<file path="config.mk">
export PLATFORM = sky130hd
export DESIGN_NAME = didc_decoder
export DESIGN_NICKNAME = d
export VERILOG_FILES = /design/src/rtl/didc_pkg.sv /design/src/rtl/didc_term_decode.sv /design/src/rtl/didc_decoder.sv
export SDC_FILE = /design/constraint.sdc
export NUM_CORES = 1
export LEC_CHECK = 0
export BUFFER_PORTS_ARGS = -buffer_cell sky130_fd_sc_hd__buf_4
export CORE_ASPECT_RATIO = 1.75
export CORE_MARGIN = 2
export CORE_UTILIZATION = 61
export CTS_CLUSTER_SIZE = 14
export DETAILED_ROUTE_END_ITERATION = 10
export PLACE_DENSITY_LB_ADDON = 0.08
export SETUP_SLACK_MARGIN = 0.1
export SLEW_MARGIN = 20
export SYNTH_ARGS = -nofsm -noshare
export SYNTH_HDL_FRONTEND = slang
export SYNTH_SLANG_ARGS = --single-unit
</file>
<file path="constraint.sdc">
create_clock -name CLK -period 4.7 [get_ports CLK]
set_input_delay 0.705 -clock CLK [delete_from_list [all_inputs] [get_ports CLK]]
set_output_delay 0.705 -clock CLK [all_outputs]
set_load 0.1 [all_outputs]
</file>
<file path="src/rtl/didc_pkg.sv">
/*
  Constants for the digital input command decoder: terminal count, code
  layout, function indices, link word bit pairing and block classes.
  Assumes a single clock domain and the function codes held as plain
  binary integers.
*/
package didc_pkg;

  localparam int unsigned NTERM     = 7;
  localparam int unsigned NFUNC     = 31;
  localparam int unsigned CODE_W    = 11;
  localparam int unsigned IDX_W     = 5;
  localparam int unsigned LINK_W    = 16;

  localparam logic [CODE_W-1:0] CODE_OFF_BASE = 11'h3E8;
  localparam logic [CODE_W-1:0] CODE_LIMIT    = 11'h7D0;

  // Terminal order used for every array
  localparam int unsigned T_IN1 = 0;
  localparam int unsigned T_IN2 = 1;
  localparam int unsigned T_IN3 = 2;
  localparam int unsigned T_IN4 = 3;
  localparam int unsigned T_IN5 = 4;
  localparam int unsigned T_FWD = 5;
  localparam int unsigned T_REV = 6;

  // Link word bit paired with each terminal
  localparam logic [3:0] LINK_BIT_IN1 = 4'h2;
  localparam logic [3:0] LINK_BIT_IN2 = 4'h3;
  localparam logic [3:0] LINK_BIT_IN3 = 4'h4;
  localparam logic [3:0] LINK_BIT_IN4 = 4'h5;
  localparam logic [3:0] LINK_BIT_IN5 = 4'h6;
  localparam logic [3:0] LINK_BIT_FWD = 4'hD;
  localparam logic [3:0] LINK_BIT_REV = 4'hE;

  localparam logic [LINK_W-1:0] LINK_WORD_RESET = 16'h0000;

  // Function indices into the decoded vector
  localparam int unsigned F_SS1    = 0;
  localparam int unsigned F_SS2    = 1;
  localparam int unsigned F_SS4    = 2;
  localparam int unsigned F_HLD    = 3;
  localparam int unsigned F_COAST  = 4;
  localparam int unsigned F_ARST   = 5;
  localparam int unsigned F_TRIP   = 6;
  localparam int unsigned F_FSWAP  = 7;
  localparam int unsigned F_DCB    = 8;
  localparam int unsigned F_BYP50  = 9;
  localparam int unsigned F_BYP60  = 10;
  localparam int unsigned F_UP     = 11;
  localparam int unsigned F_DOWN   = 12;
  localparam int unsigned F_WPERM  = 13;
  localparam int unsigned F_PIDC   = 14;
  localparam int unsigned F_INV    = 15;
  localparam int unsigned F_ILOCK  = 16;
  localparam int unsigned F_LINK   = 17;
  localparam int unsigned F_GPI    = 18;
  localparam int unsigned F_STM    = 19;
  localparam int unsigned F_FSTOP  = 20;
  localparam int unsigned F_PIDCLR = 21;
  localparam int unsigned F_PIDFRZ = 22;
  localparam int unsigned F_PANEL  = 23;
  localparam int unsigned F_RUNOK  = 24;
  localparam int unsigned F_DEW    = 25;
  localparam int unsigned F_SEQ50  = 26;
  localparam int unsigned F_SEQ60  = 27;
  localparam int unsigned F_RSWAP  = 28;
  localparam int unsigned F_SECOND_FORWARD_RUN   = 29;
  localparam int unsigned F_SECOND_BACKWARD_RUN   = 30;

  // Block classes; every function outside both masks is general type
  localparam logic [NFUNC-1:0] TERM_ONLY_MASK = 31'h00832000;
  localparam logic [NFUNC-1:0] OR_TYPE_MASK   = 31'h00100070;

  // Registers between pin sample and decoded outputs
  localparam logic [1:0] WARM_CYCLES = 2'h3;

  // Decoded code: {valid, active_off, index}
  function automatic logic [IDX_W+1:0] didc_decode(input logic [CODE_W-1:0] code);
    logic [CODE_W-1:0] base;
    logic              hi;
    logic              ok;
    logic              inv;
    logic              on_only;
    logic [IDX_W-1:0]  idx;
    hi      = (code >= CODE_OFF_BASE);
    base    = hi ? code - CODE_OFF_BASE : code;
    ok      = (code < CODE_LIMIT);
    inv     = 1'b0;
    on_only = 1'b0;
    idx     = '0;
    unique case (base)
      11'h000: idx = IDX_W'(F_SS1);
      11'h001: idx = IDX_W'(F_SS2);
      11'h002: idx = IDX_W'(F_SS4);
      11'h006: idx = IDX_W'(F_HLD);
      11'h007: idx = IDX_W'(F_COAST);
      11'h008: idx = IDX_W'(F_ARST);
      11'h009: begin idx = IDX_W'(F_TRIP); inv = 1'b1; end
      11'h00B: idx = IDX_W'(F_FSWAP);
      11'h00D: begin idx = IDX_W'(F_DCB); on_only = 1'b1; end
      11'h00F: begin idx = IDX_W'(F_BYP50); on_only = 1'b1; end
      11'h010: begin idx = IDX_W'(F_BYP60); on_only = 1'b1; end
      11'h011: idx = IDX_W'(F_UP);
      11'h012: idx = IDX_W'(F_DOWN);
      11'h013: idx = IDX_W'(F_WPERM);
      11'h014: idx = IDX_W'(F_PIDC);
      11'h015: idx = IDX_W'(F_INV);
      11'h016: idx = IDX_W'(F_ILOCK);
      11'h018: idx = IDX_W'(F_LINK);
      11'h019: idx = IDX_W'(F_GPI);
      11'h01A: idx = IDX_W'(F_STM);
      11'h01E: begin idx = IDX_W'(F_FSTOP); inv = 1'b1; end
      11'h021: idx = IDX_W'(F_PIDCLR);
      11'h022: idx = IDX_W'(F_PIDFRZ);
      11'h023: idx = IDX_W'(F_PANEL);
      11'h026: idx = IDX_W'(F_RUNOK);
      11'h027: begin idx = IDX_W'(F_DEW); on_only = 1'b1; end
      11'h028: begin idx = IDX_W'(F_SEQ50); on_only = 1'b1; end
      11'h029: begin idx = IDX_W'(F_SEQ60); on_only = 1'b1; end
      11'h057: idx = IDX_W'(F_RSWAP);
      11'h058: begin idx = IDX_W'(F_SECOND_FORWARD_RUN); on_only = 1'b1; end
      11'h059: begin idx = IDX_W'(F_SECOND_BACKWARD_RUN); on_only = 1'b1; end
      default: ok = 1'b0;
    endcase
    if (on_only && hi) begin
      ok = 1'b0;
    end
    return {ok, hi ^ inv, idx};
  endfunction

endpackage

</file>
<file path="src/rtl/didc_term_decode.sv">
/*
  One input terminal: decodes its function code into a one-hot function
  select and qualifies the terminal level and its link bit.
  Assumes the pin, code and link bit arrive already registered.
*/
`timescale 1ns/1ps
module didc_term_decode (
  input  wire logic                             clk,
  input  wire logic                             rst,
  input  wire logic [didc_pkg::CODE_W-1:0]      code,
  input  wire logic                             pin,
  input  wire logic                             link_bit,
  output logic      [didc_pkg::NFUNC-1:0]       sel_q,
  output logic                                  term_q,
  output logic                                  link_q
);

  logic [didc_pkg::IDX_W+1:0] dec;
  logic [didc_pkg::NFUNC-1:0] sel_d;
  logic                       term_d;
  logic                       link_d;

  //////////////////////////////////////////////////////////////////////////
  always_comb begin
    dec   = didc_pkg::didc_decode(code);
    sel_d = '0;
    if (dec[didc_pkg::IDX_W+1]) begin
      sel_d[dec[didc_pkg::IDX_W-1:0]] = 1'b1;
    end
    term_d = pin ^ dec[didc_pkg::IDX_W];
    link_d = link_bit;
  end

  always_ff @(posedge clk) begin
    if (rst) begin
      sel_q  <= '0;
      term_q <= 1'b0;
      link_q <= 1'b0;
    end else begin
      sel_q  <= sel_d;
      term_q <= term_d;
      link_q <= link_d;
    end
  end

endmodule

</file>
<file path="src/rtl/didc_decoder.sv">
/*
  Digital input command decoder: seven input terminals and the paired
  bits of the link control word become the internal command signals.
  Assumes all inputs are synchronous to CLK and the link word is written
  by a one-cycle strobe from the communications controller.
*/
`timescale 1ns/1ps
// Operation
// - Inputs one to five pair with link bits 2-6, forward 13, backward 14.
// - Each terminal has its own function code, which alone picks its command.
// - Code below 1000 is active-on; same code plus 1000 is active-off.
// - Trip and forced stop invert this: 1009/1030 active-on, 9/30 active-off.
// - Brake, bypass, dew, sequence and second run accept active-on codes only.
// - Codes map to functions per the function table.
// - An assigned terminal raises its select qualifier for that function.
// - Several terminals with one function are ORed together.
// - General functions switch between terminal and link bit as source.
// - Terminal-only functions ignore the link word bits.
// - OR-type functions are on when either terminal or link bit is on.
// - With host link off, qualified terminal signals pass straight through.
module didc_decoder (
  input  wire logic                         CLK,
  input  wire logic                         RST,
  input  wire logic                         DIGITAL_INPUT_1,
  input  wire logic                         DIGITAL_INPUT_2,
  input  wire logic                         DIGITAL_INPUT_3,
  input  wire logic                         DIGITAL_INPUT_4,
  input  wire logic                         DIGITAL_INPUT_5,
  input  wire logic                         FORWARD_RUN_TERMINAL,
  input  wire logic                         BACKWARD_RUN_TERMINAL,
  input  wire logic [didc_pkg::CODE_W-1:0]  INPUT1_FUNCTION_CODE,
  input  wire logic [didc_pkg::CODE_W-1:0]  INPUT2_FUNCTION_CODE,
  input  wire logic [didc_pkg::CODE_W-1:0]  INPUT3_FUNCTION_CODE,
  input  wire logic [didc_pkg::CODE_W-1:0]  INPUT4_FUNCTION_CODE,
  input  wire logic [didc_pkg::CODE_W-1:0]  INPUT5_FUNCTION_CODE,
  input  wire logic [didc_pkg::CODE_W-1:0]  FORWARD_PIN_CODE,
  input  wire logic [didc_pkg::CODE_W-1:0]  BACKWARD_PIN_CODE,
  input  wire logic [didc_pkg::LINK_W-1:0]  LINK_CONTROL_WORD,
  input  wire logic                         LINK_CONTROL_WORD_WE,
  output logic                              STEP_SPEED_BIT0,
  output logic                              STEP_SPEED_BIT1,
  output logic                              STEP_SPEED_BIT2,
  output logic                              THREE_WIRE_HOLD,
  output logic                              COAST_STOP,
  output logic                              ALARM_RESET,
  output logic                              EXTERNAL_TRIP,
  output logic                              FREQ_SOURCE_SWAP,
  output logic                              DC_BRAKE_REQUEST,
  output logic                              MAINS_BYPASS_50,
  output logic                              MAINS_BYPASS_60,
  output logic                              FREQ_UP,
  output logic                              FREQ_DOWN,
  output logic                              PANEL_WRITE_PERMIT,
  output logic                              PID_CANCEL,
  output logic                              INVERSE_ACTION_SWAP,
  output logic                              INTERLOCK_INPUT,
  output logic                              HOST_LINK_ON,
  output logic                              GENERAL_PURPOSE_INPUT,
  output logic                              START_MODE_PICK,
  output logic                              FORCE_STOP,
  output logic                              PID_CLEAR_ID,
  output logic                              PID_FREEZE_I,
  output logic                              PANEL_OWN_MODE,
  output logic                              RUN_PERMIT,
  output logic                              DEW_GUARD,
  output logic                              AUTO_MAINS_SEQ_50,
  output logic                              AUTO_MAINS_SEQ_60,
  output logic                              RUN_SOURCE_SWAP,
  output logic                              SECOND_FORWARD_RUN,
  output logic                              SECOND_BACKWARD_RUN
);

  localparam int unsigned NT = didc_pkg::NTERM;
  localparam int unsigned NF = didc_pkg::NFUNC;

  logic [NT-1:0]                     pin_d;
  logic [NT-1:0]                     pin_q;
  logic [didc_pkg::CODE_W-1:0]       code_d [NT];
  logic [didc_pkg::CODE_W-1:0]       code_q [NT];
  logic [didc_pkg::LINK_W-1:0]       link_word_d;
  logic [didc_pkg::LINK_W-1:0]       link_word_q;
  logic [NT-1:0]                     link_bit;
  logic [NF-1:0]                     sel    [NT];
  logic [NT-1:0]                     term;
  logic [NT-1:0]                     link;
  logic [NF-1:0]                     term_or;
  logic [NF-1:0]                     link_or;
  logic                              link_on;
  logic [NF-1:0]                     func_d;
  logic [NF-1:0]                     func_q;
  logic [NF-1:0]                     out_d;
  logic [1:0]                        warm_d;
  logic [1:0]                        warm_q;

  //////////////////////////////////////////////////////////////////////////
  // Input sampling and link word register

  always_comb begin
    pin_d[didc_pkg::T_IN1] = DIGITAL_INPUT_1;
    pin_d[didc_pkg::T_IN2] = DIGITAL_INPUT_2;
    pin_d[didc_pkg::T_IN3] = DIGITAL_INPUT_3;
    pin_d[didc_pkg::T_IN4] = DIGITAL_INPUT_4;
    pin_d[didc_pkg::T_IN5] = DIGITAL_INPUT_5;
    pin_d[didc_pkg::T_FWD] = FORWARD_RUN_TERMINAL;
    pin_d[didc_pkg::T_REV] = BACKWARD_RUN_TERMINAL;
    code_d[didc_pkg::T_IN1] = INPUT1_FUNCTION_CODE;
    code_d[didc_pkg::T_IN2] = INPUT2_FUNCTION_CODE;
    code_d[didc_pkg::T_IN3] = INPUT3_FUNCTION_CODE;
    code_d[didc_pkg::T_IN4] = INPUT4_FUNCTION_CODE;
    code_d[didc_pkg::T_IN5] = INPUT5_FUNCTION_CODE;
    code_d[didc_pkg::T_FWD] = FORWARD_PIN_CODE;
    code_d[didc_pkg::T_REV] = BACKWARD_PIN_CODE;
    link_word_d = LINK_CONTROL_WORD_WE ? LINK_CONTROL_WORD : link_word_q;
  end

  always_ff @(posedge CLK) begin
    if (RST) begin
      pin_q       <= '0;
      link_word_q <= didc_pkg::LINK_WORD_RESET;
      for (int i = 0; i < NT; i++) begin
        code_q[i] <= '0;
      end
    end else begin
      pin_q       <= pin_d;
      link_word_q <= link_word_d;
      for (int i = 0; i < NT; i++) begin
        code_q[i] <= code_d[i];
      end
    end
  end

  //////////////////////////////////////////////////////////////////////////
  // Terminal to link bit pairing

  always_comb begin
    link_bit[didc_pkg::T_IN1] = link_word_q[didc_pkg::LINK_BIT_IN1];
    link_bit[didc_pkg::T_IN2] = link_word_q[didc_pkg::LINK_BIT_IN2];
    link_bit[didc_pkg::T_IN3] = link_word_q[didc_pkg::LINK_BIT_IN3];
    link_bit[didc_pkg::T_IN4] = link_word_q[didc_pkg::LINK_BIT_IN4];
    link_bit[didc_pkg::T_IN5] = link_word_q[didc_pkg::LINK_BIT_IN5];
    link_bit[didc_pkg::T_FWD] = link_word_q[didc_pkg::LINK_BIT_FWD];
    link_bit[didc_pkg::T_REV] = link_word_q[didc_pkg::LINK_BIT_REV];
  end

  //////////////////////////////////////////////////////////////////////////
  // Per terminal decode

  for (genvar t = 0; t < NT; t++) begin : g_term
    didc_term_decode u_dec (
      .clk      (CLK),
      .rst      (RST),
      .code     (code_q[t]),
      .pin      (pin_q[t]),
      .link_bit (link_bit[t]),
      .sel_q    (sel[t]),
      .term_q   (term[t]),
      .link_q   (link[t])
    );
  end

  //////////////////////////////////////////////////////////////////////////
  // Function combining

  always_comb begin
    term_or = '0;
    link_or = '0;
    // OR of terminals sharing a function
    for (int t = 0; t < NT; t++) begin
      term_or = term_or | (sel[t] & {NF{term[t]}});
      link_or = link_or | (sel[t] & {NF{link[t]}});
    end
    // Link enable itself comes from terminals only, so it cannot lock itself out
    link_on = term_or[didc_pkg::F_LINK];
    for (int f = 0; f < NF; f++) begin
      if (didc_pkg::TERM_ONLY_MASK[f]) begin
        func_d[f] = term_or[f];
      end else if (didc_pkg::OR_TYPE_MASK[f]) begin
        func_d[f] = term_or[f] | link_or[f];
      end else begin
        func_d[f] = link_on ? link_or[f] : term_or[f];
      end
    end
  end

  //////////////////////////////////////////////////////////////////////////
  // Output register and warm-up gate

  always_comb begin
    warm_d = (warm_q == didc_pkg::WARM_CYCLES) ? warm_q : warm_q + 2'h1;
    out_d  = (warm_q == didc_pkg::WARM_CYCLES) ? func_d : '0;
  end

  always_ff @(posedge CLK) begin
    if (RST) begin
      warm_q <= '0;
      func_q <= '0;
    end else begin
      warm_q <= warm_d;
      func_q <= out_d;
    end
  end

  //////////////////////////////////////////////////////////////////////////
  // Command outputs

  always_comb begin
    STEP_SPEED_BIT0       = func_q[didc_pkg::F_SS1];
    STEP_SPEED_BIT1       = func_q[didc_pkg::F_SS2];
    STEP_SPEED_BIT2       = func_q[didc_pkg::F_SS4];
    THREE_WIRE_HOLD       = func_q[didc_pkg::F_HLD];
    COAST_STOP            = func_q[didc_pkg::F_COAST];
    ALARM_RESET           = func_q[didc_pkg::F_ARST];
    EXTERNAL_TRIP         = func_q[didc_pkg::F_TRIP];
    FREQ_SOURCE_SWAP      = func_q[didc_pkg::F_FSWAP];
    DC_BRAKE_REQUEST      = func_q[didc_pkg::F_DCB];
    MAINS_BYPASS_50       = func_q[didc_pkg::F_BYP50];
    MAINS_BYPASS_60       = func_q[didc_pkg::F_BYP60];
    FREQ_UP               = func_q[didc_pkg::F_UP];
    FREQ_DOWN             = func_q[didc_pkg::F_DOWN];
    PANEL_WRITE_PERMIT    = func_q[didc_pkg::F_WPERM];
    PID_CANCEL            = func_q[didc_pkg::F_PIDC];
    INVERSE_ACTION_SWAP   = func_q[didc_pkg::F_INV];
    INTERLOCK_INPUT       = func_q[didc_pkg::F_ILOCK];
    HOST_LINK_ON          = func_q[didc_pkg::F_LINK];
    GENERAL_PURPOSE_INPUT = func_q[didc_pkg::F_GPI];
    START_MODE_PICK       = func_q[didc_pkg::F_STM];
    FORCE_STOP            = func_q[didc_pkg::F_FSTOP];
    PID_CLEAR_ID          = func_q[didc_pkg::F_PIDCLR];
    PID_FREEZE_I          = func_q[didc_pkg::F_PIDFRZ];
    PANEL_OWN_MODE        = func_q[didc_pkg::F_PANEL];
    RUN_PERMIT            = func_q[didc_pkg::F_RUNOK];
    DEW_GUARD             = func_q[didc_pkg::F_DEW];
    AUTO_MAINS_SEQ_50     = func_q[didc_pkg::F_SEQ50];
    AUTO_MAINS_SEQ_60     = func_q[didc_pkg::F_SEQ60];
    RUN_SOURCE_SWAP       = func_q[didc_pkg::F_RSWAP];
    SECOND_FORWARD_RUN    = func_q[didc_pkg::F_SECOND_FORWARD_RUN];
    SECOND_BACKWARD_RUN   = func_q[didc_pkg::F_SECOND_BACKWARD_RUN];
  end

endmodule

</file>
======== Word-level counts from Yosys, hierarchy flattened ========
Memory sizes are Yosys's and may differ from the RTL's.
Index checks and enable logic that the tools add are counted.
storage, ports and cells
  register bits ........................... 286
  RAM bits ................................ 77
  output and inout bits ................... 31
  word-level logic and storage cells ...... 471
  memories kept ........................... 1
cells by class
  add/subtract/negate cells ............... 8
  $lt $le $gt $ge ......................... 28
  eq/ne operators ......................... 211
  mux-type cells .......................... 89
  bitwise gates (word level) .............. 59
  reduce and logical (&&, ||, !) cells .... 50
memory list
  memory  depth  width  rd ports  clocked after memory_dff  write ports  line                RTL
  code_q  7      11     7         0                         7            didc_decoder.sv:79  logic [didc_pkg::CODE_W-1:0] code_q [NT];
operator list
  kind                                                                 count
  case mux 5 bit (30 select lines)                                     7
  == test 11 x 5 -> 1 bit, second input constant                       77
  == test 11 x 6 -> 1 bit, second input constant                       49
  bitwise AND 31 bit                                                   14
  == test 11 x 4 -> 1 bit, second input constant                       35
  OR 31 bit                                                            12
  == test 11 x 7 -> 1 bit, second input constant                       21
  OR reduction 31 bit                                                  7
  == test 11 x 3 -> 1 bit, second input constant                       14
  two-way mux 11 bit                                                   14
  == test 11 x 1 -> 1 bit, second input constant                       7
  == test 11 x 2 -> 1 bit, second input constant                       7
  greater-or-equal comparator 11 x 10 -> 1 bit, second input constant  7
  logical NOT 11 bit                                                   7
  < comparator 11 bit, second input constant                           7
  subtractor 11 x 10 -> 11 bit, second input constant                  7
  two-way mux 1 bit                                                    61
  OR reduction 8 bit                                                   7
  < comparator 5 x 6 -> 1 bit, second input constant                   7
  demux 1 bit (select 5 bit)                                           7
  greater-or-equal comparator 5 x 1 -> 1 bit, second input constant    7
  OR reduction 2 bit                                                   15
  logical AND 1 bit                                                    14
  bitwise XOR 1 bit                                                    14
  4 further kinds                                                      21

======== Longest topological paths before layout ========
  depth after elaboration ................. 9
  mapped depth ............................ 15
  mapped depth without buffers ............ 11

======== Hierarchy ========
From an unflattened synthesis, not the netlist that was laid out.
unflattened totals
  cells, all modules ...................... 2,371
  area, all modules ....................... 20,564.7 um^2
by module, submodules not included
  module                                  instances  cells an instance  area each (um^2)  sequential area each (um^2)
  didc_term_decode (g_term[2].u_dec ...)  5          259                2,097.0           660.6
  didc_decoder                            1          548                5,502.8           2,482.4
  didc_term_decode (g_term[0].u_dec ...)  2          264                2,288.4           660.6

======== Worst setup path after synthesis ========
Ideal clock, no wire load.
  kind .................................... register to register
  start point ............................. memory code_q[4][3] (netlist name)
  end point ............................... register g_term[4].u_dec.sel_q[12] (netlist name)
  setup time .............................. 0.115 ns
  arrival time ............................ 3.271 ns
  required time ........................... 4.585 ns
  slack ................................... 1.314 ns
  cell stages (with the launch flop) ...... 14
  buffers on the path ..................... 3
  clock period less this slack ............ 3.386 ns
  cells stage by stage .................... dfxtp_1 clkbuf_1 clkinv_1 ha_1 clkbuf_1 a211o_1 o211ai_1 buf_2 nor3_1 a32o_1 a211o_1 or2_1 and2_1 and2_1
RTL lines
  what                  line                    RTL
  from (decl)           didc_decoder.sv:79
  to (signal assigned)  didc_term_decode.sv:40  sel_q <= sel_d;
  to (decl)             didc_term_decode.sv:13  output logic [didc_pkg::NFUNC-1:0] sel_q,

==> qor.log <==
[run_status] result of the run completed
[yosys] area share of the largest cell type after synthesis 0.366
[die] Core Box Area 31400 sq um
[worst_setup_path] critical-path cell with the highest stage delay a2111oi_0
[final_layout] Final Cell Area 21800 sq um
[yosys] sequential fraction of the synthesis area 0.366
[route] first-pass iteration count of the detailed router 9
[yosys] Syn Inst Count 2298
[run] Max Cap Violations 0
[yosys] largest cells by area after synthesis dfxtp_1, nor2_1, nor2b_1, nand3_1, nor3_1
[timing] share of the clock period used by the worst path 0.908
[worst_setup_path] reg2reg setup slack 0.43 ns
[yosys] number of unique standard cell types used by synthesis 121
[final_layout] Final Non-Filler Cells 2772
[final_layout] area growth from synthesis to final layout 12.1%
[cts] CTS root buffer clkbuf_16
[worst_setup_path] kind of end point of the critical path flip-flop
[cts] CTS H-Tree Depth 2
[yosys] area of the mapped netlist 19400 sq um
[global_routing] antenna violations before repair 0
[yosys] post-synth top area cell dfxtp_1
[placement] count of input and output buffers 124
[route] WL per Instance 23.6 um
[timing] Slew HR 0.373
[die] die footprint 33300 sq um
[route] Total Routed Length 65.3 mm
[timing] clk_skew 0.0235 ns
[yosys] most instantiated library cell after synthesis dfxtp_1
[final_layout] antenna cells 0
[placement] post-placement cell count 2714
[worst_setup_path] critical path class reg2reg
[placement] placed inst area 20600 sq um
[placement] Final HPWL DP 47.6 mm
[power] LEAKAGE 7.63 nW
[yosys] ys flop type dfxtp_1
[route] initial detailed-routing violation count 1807
[worst_setup_path] Critical Path Max Stage Delay 0.78 ns
[power] Pwr Density 330 nW/um^2
[timing] Final Hold Violating Endpoints 0
[yosys] post-synthesis async set-or-reset flop share 0
[global_routing] vias in the first global route 19000
[route] via count of the routed design 19400
[yosys] number of enable flip-flop cells after synthesis 0
[yosys] most numerous cell types in the synthesized netlist dfxtp_1, nor2_1, nand2_1, nor2b_1, clkbuf_1
[cts] post-CTS repair timing setup buffer count 0
[global_routing] residual overflow from global routing 0
[cts] Sinks on Clock Net 355
[worst_setup_path] data required time of the worst path 5.17 ns
[timing] Setup violations, final 0
[timing] Least-Margin Pin Slew 0.936 ns
[worst_setup_path] startpoint kind of the worst setup timing path flip-flop
[timing] final max-slew violation count 0
[global_routing] pin count of the biggest net entering global routing 49
[power] total power 0.00717 W
[die] floorplan row count 86
[die] Vert. Die Dim 240 um
[final_layout] fraction of layout cells with a size suffix above 1 0.142
[yosys] yosys synthesis warning count 0
[worst_setup_path] critical path fanouts, max 12
[route] DRT antenna net count 0
[route] vias per cell 7.01
[final_layout] Final #Nets 2473
[cts] Max Root-Sink Buffers 3
[worst_setup_path] data arrival time of the critical path 4.73 ns
[global_routing] wire length of the first global-routing pass 101 mm
[timing] final period demand of the worst path 4.27 ns
[die] Initial Utilization 0.618
[yosys] post-synth net total 2416
[cts] clock tree from TritonCTS yes
[final_layout] fillcell total 2586
[timing] Setup TNS 0 ns
[yosys] Synth Area per Inst 8.44 sq um
[cts] number of buffers created by CTS 35
[cts] source-to-sink clock delay at the later pin of the worst-skew pair 0.54 ns
[placement] final weighted congestion in routability-driven placement 0.970
[global_routing] overall fraction of global-route tracks in use 0.380
[cts] # hold bufs at CTS 0
[power] highest ir drop seen on vdd 0.000348 V
[min_path] worst hold path type in2reg
[route] # DRC 0
[yosys] #FFs+latches synth 355
[die] count of pins on the block boundary 134
[timing] Fmax achieved 0.234 GHz
[die] Die X-Extent 139 um
[timing] RSZ-0062 raised after global routing no
[cts] register clock-pin slew on the reported worst setup and hold paths 0.06 ns
[worst_setup_path] list of cells traversed by the critical path ha_1 -> or4b_1 -> a211oi_2 -> buf_4 -> o21ai_1 -> a2111oi_0 -> o31ai_1 -> and3_1 -> a31oi_1 -> nand3_1 -> nor2_1
[timing] Hold WS 0.375 ns
## registers in the layout, summed over array words and instances, names as in the netlist
name                 flops
g_term.u_dec.sel_q     217
g_term.u_dec.term_q      7
g_term.u_dec.link_q      7
func_q                  31
pin_q                    7
link_word_q              7
warm_q                   2
code_q                  77
## final cells by class
class | instances | area, sq um | area share
multi-input cells | 1740 | 11500 | 0.527
well taps | 396 | 495 | 0.0228
clock inverters | 12 | 165 | 0.00759
inverters | 43 | 161 | 0.00742
flip-flops and latches | 355 | 7110 | 0.327
repair buffers | 180 | 1350 | 0.0621
clock buffers | 46 | 998 | 0.0459
## critical path: cells and delay by family, from the launching register on
kind,cells,cell delay [ns]
AOI/OAI and AO/OA,5,1.89
and+or+nand+nor,4,1.31
DFF,1,0.59
adders and majority gates,1,0.21
buffers and inverters,1,0.20
## placed cells by master, fill, tap and decap left out, types with 27 or more instances in the layout
cell type,netlist,routed
a221oi_1,31,31
and2_1,27,27
dfxtp_1,355,355
nor3_1,105,104
nor4_1,35,35
nor2b_1,129,129
a22oi_1,63,63
a22o_1,28,28
a21oi_1,51,51
clkbuf_16,0,36
mux2i_1,28,28
a311oi_1,27,27
o21ai_0,74,74
a222oi_1,50,50
nand2_1,129,129
buf_4,3,180
nand3_1,105,105
inv_1,39,39
nor2_1,272,272
## power breakdown
part / internal (W) / switching (W)
registers: 0.00308 / 0.000100
clock network: 0.00167 / 0.00120
logic: 0.000396 / 0.000728
total: 0.00514 / 0.00203
## layer usage
layer	vias up	track usage	part of all wire
li1	8855	-	-
met1	9073	0.392	0.33
met2	1161	0.676	0.49
met3	339	0.0576	0.078
met4	0	0.319	0.099
met5	-	0	0
## what timing repair did
item	CTS	global route
gates resized for setup	0	1
endpoints found under the setup margin	0	1
hold endpoints to repair	0	0
## worst paths after layout
kind,start,endpoint,cells after the start
worst min-delay path,INPUT5_FUNCTION_CODE[7],code_q[4][7],2
worst max register to register,code_q[5][3],g_term[5].u_dec.sel_q[12],11
worst max-delay path,code_q[5][3],g_term[5].u_dec.sel_q[12],11
worst min register to register,link_word_q[2],g_term[0].u_dec.link_q,1
## per-stage QoR
stage | utilization | setup slack [ns]
finish | 0.692 | 0.431
floorplan | - | 1.31
detailed placement | 0.655 | 0.567
CTS | 0.692 | 0.542
global placement | 0.655 | 0.554
global route | 0.692 | 0.241
## kinds of logic after synthesis
kind of cell / after synthesis / share of synthesized area
XOR/XNOR: 31 / 0.0140
buffers and inverters: 203 / 0.0426
AO/OA/AOI/OAI: 625 / 0.258
flip-flops: 355 / 0.366
AND/OR/NAND/NOR: 1034 / 0.291
adder cells (fa/ha/maj): 15 / 0.00967
multiplexers: 35 / 0.0185
(Power assumes the default switching activity.)
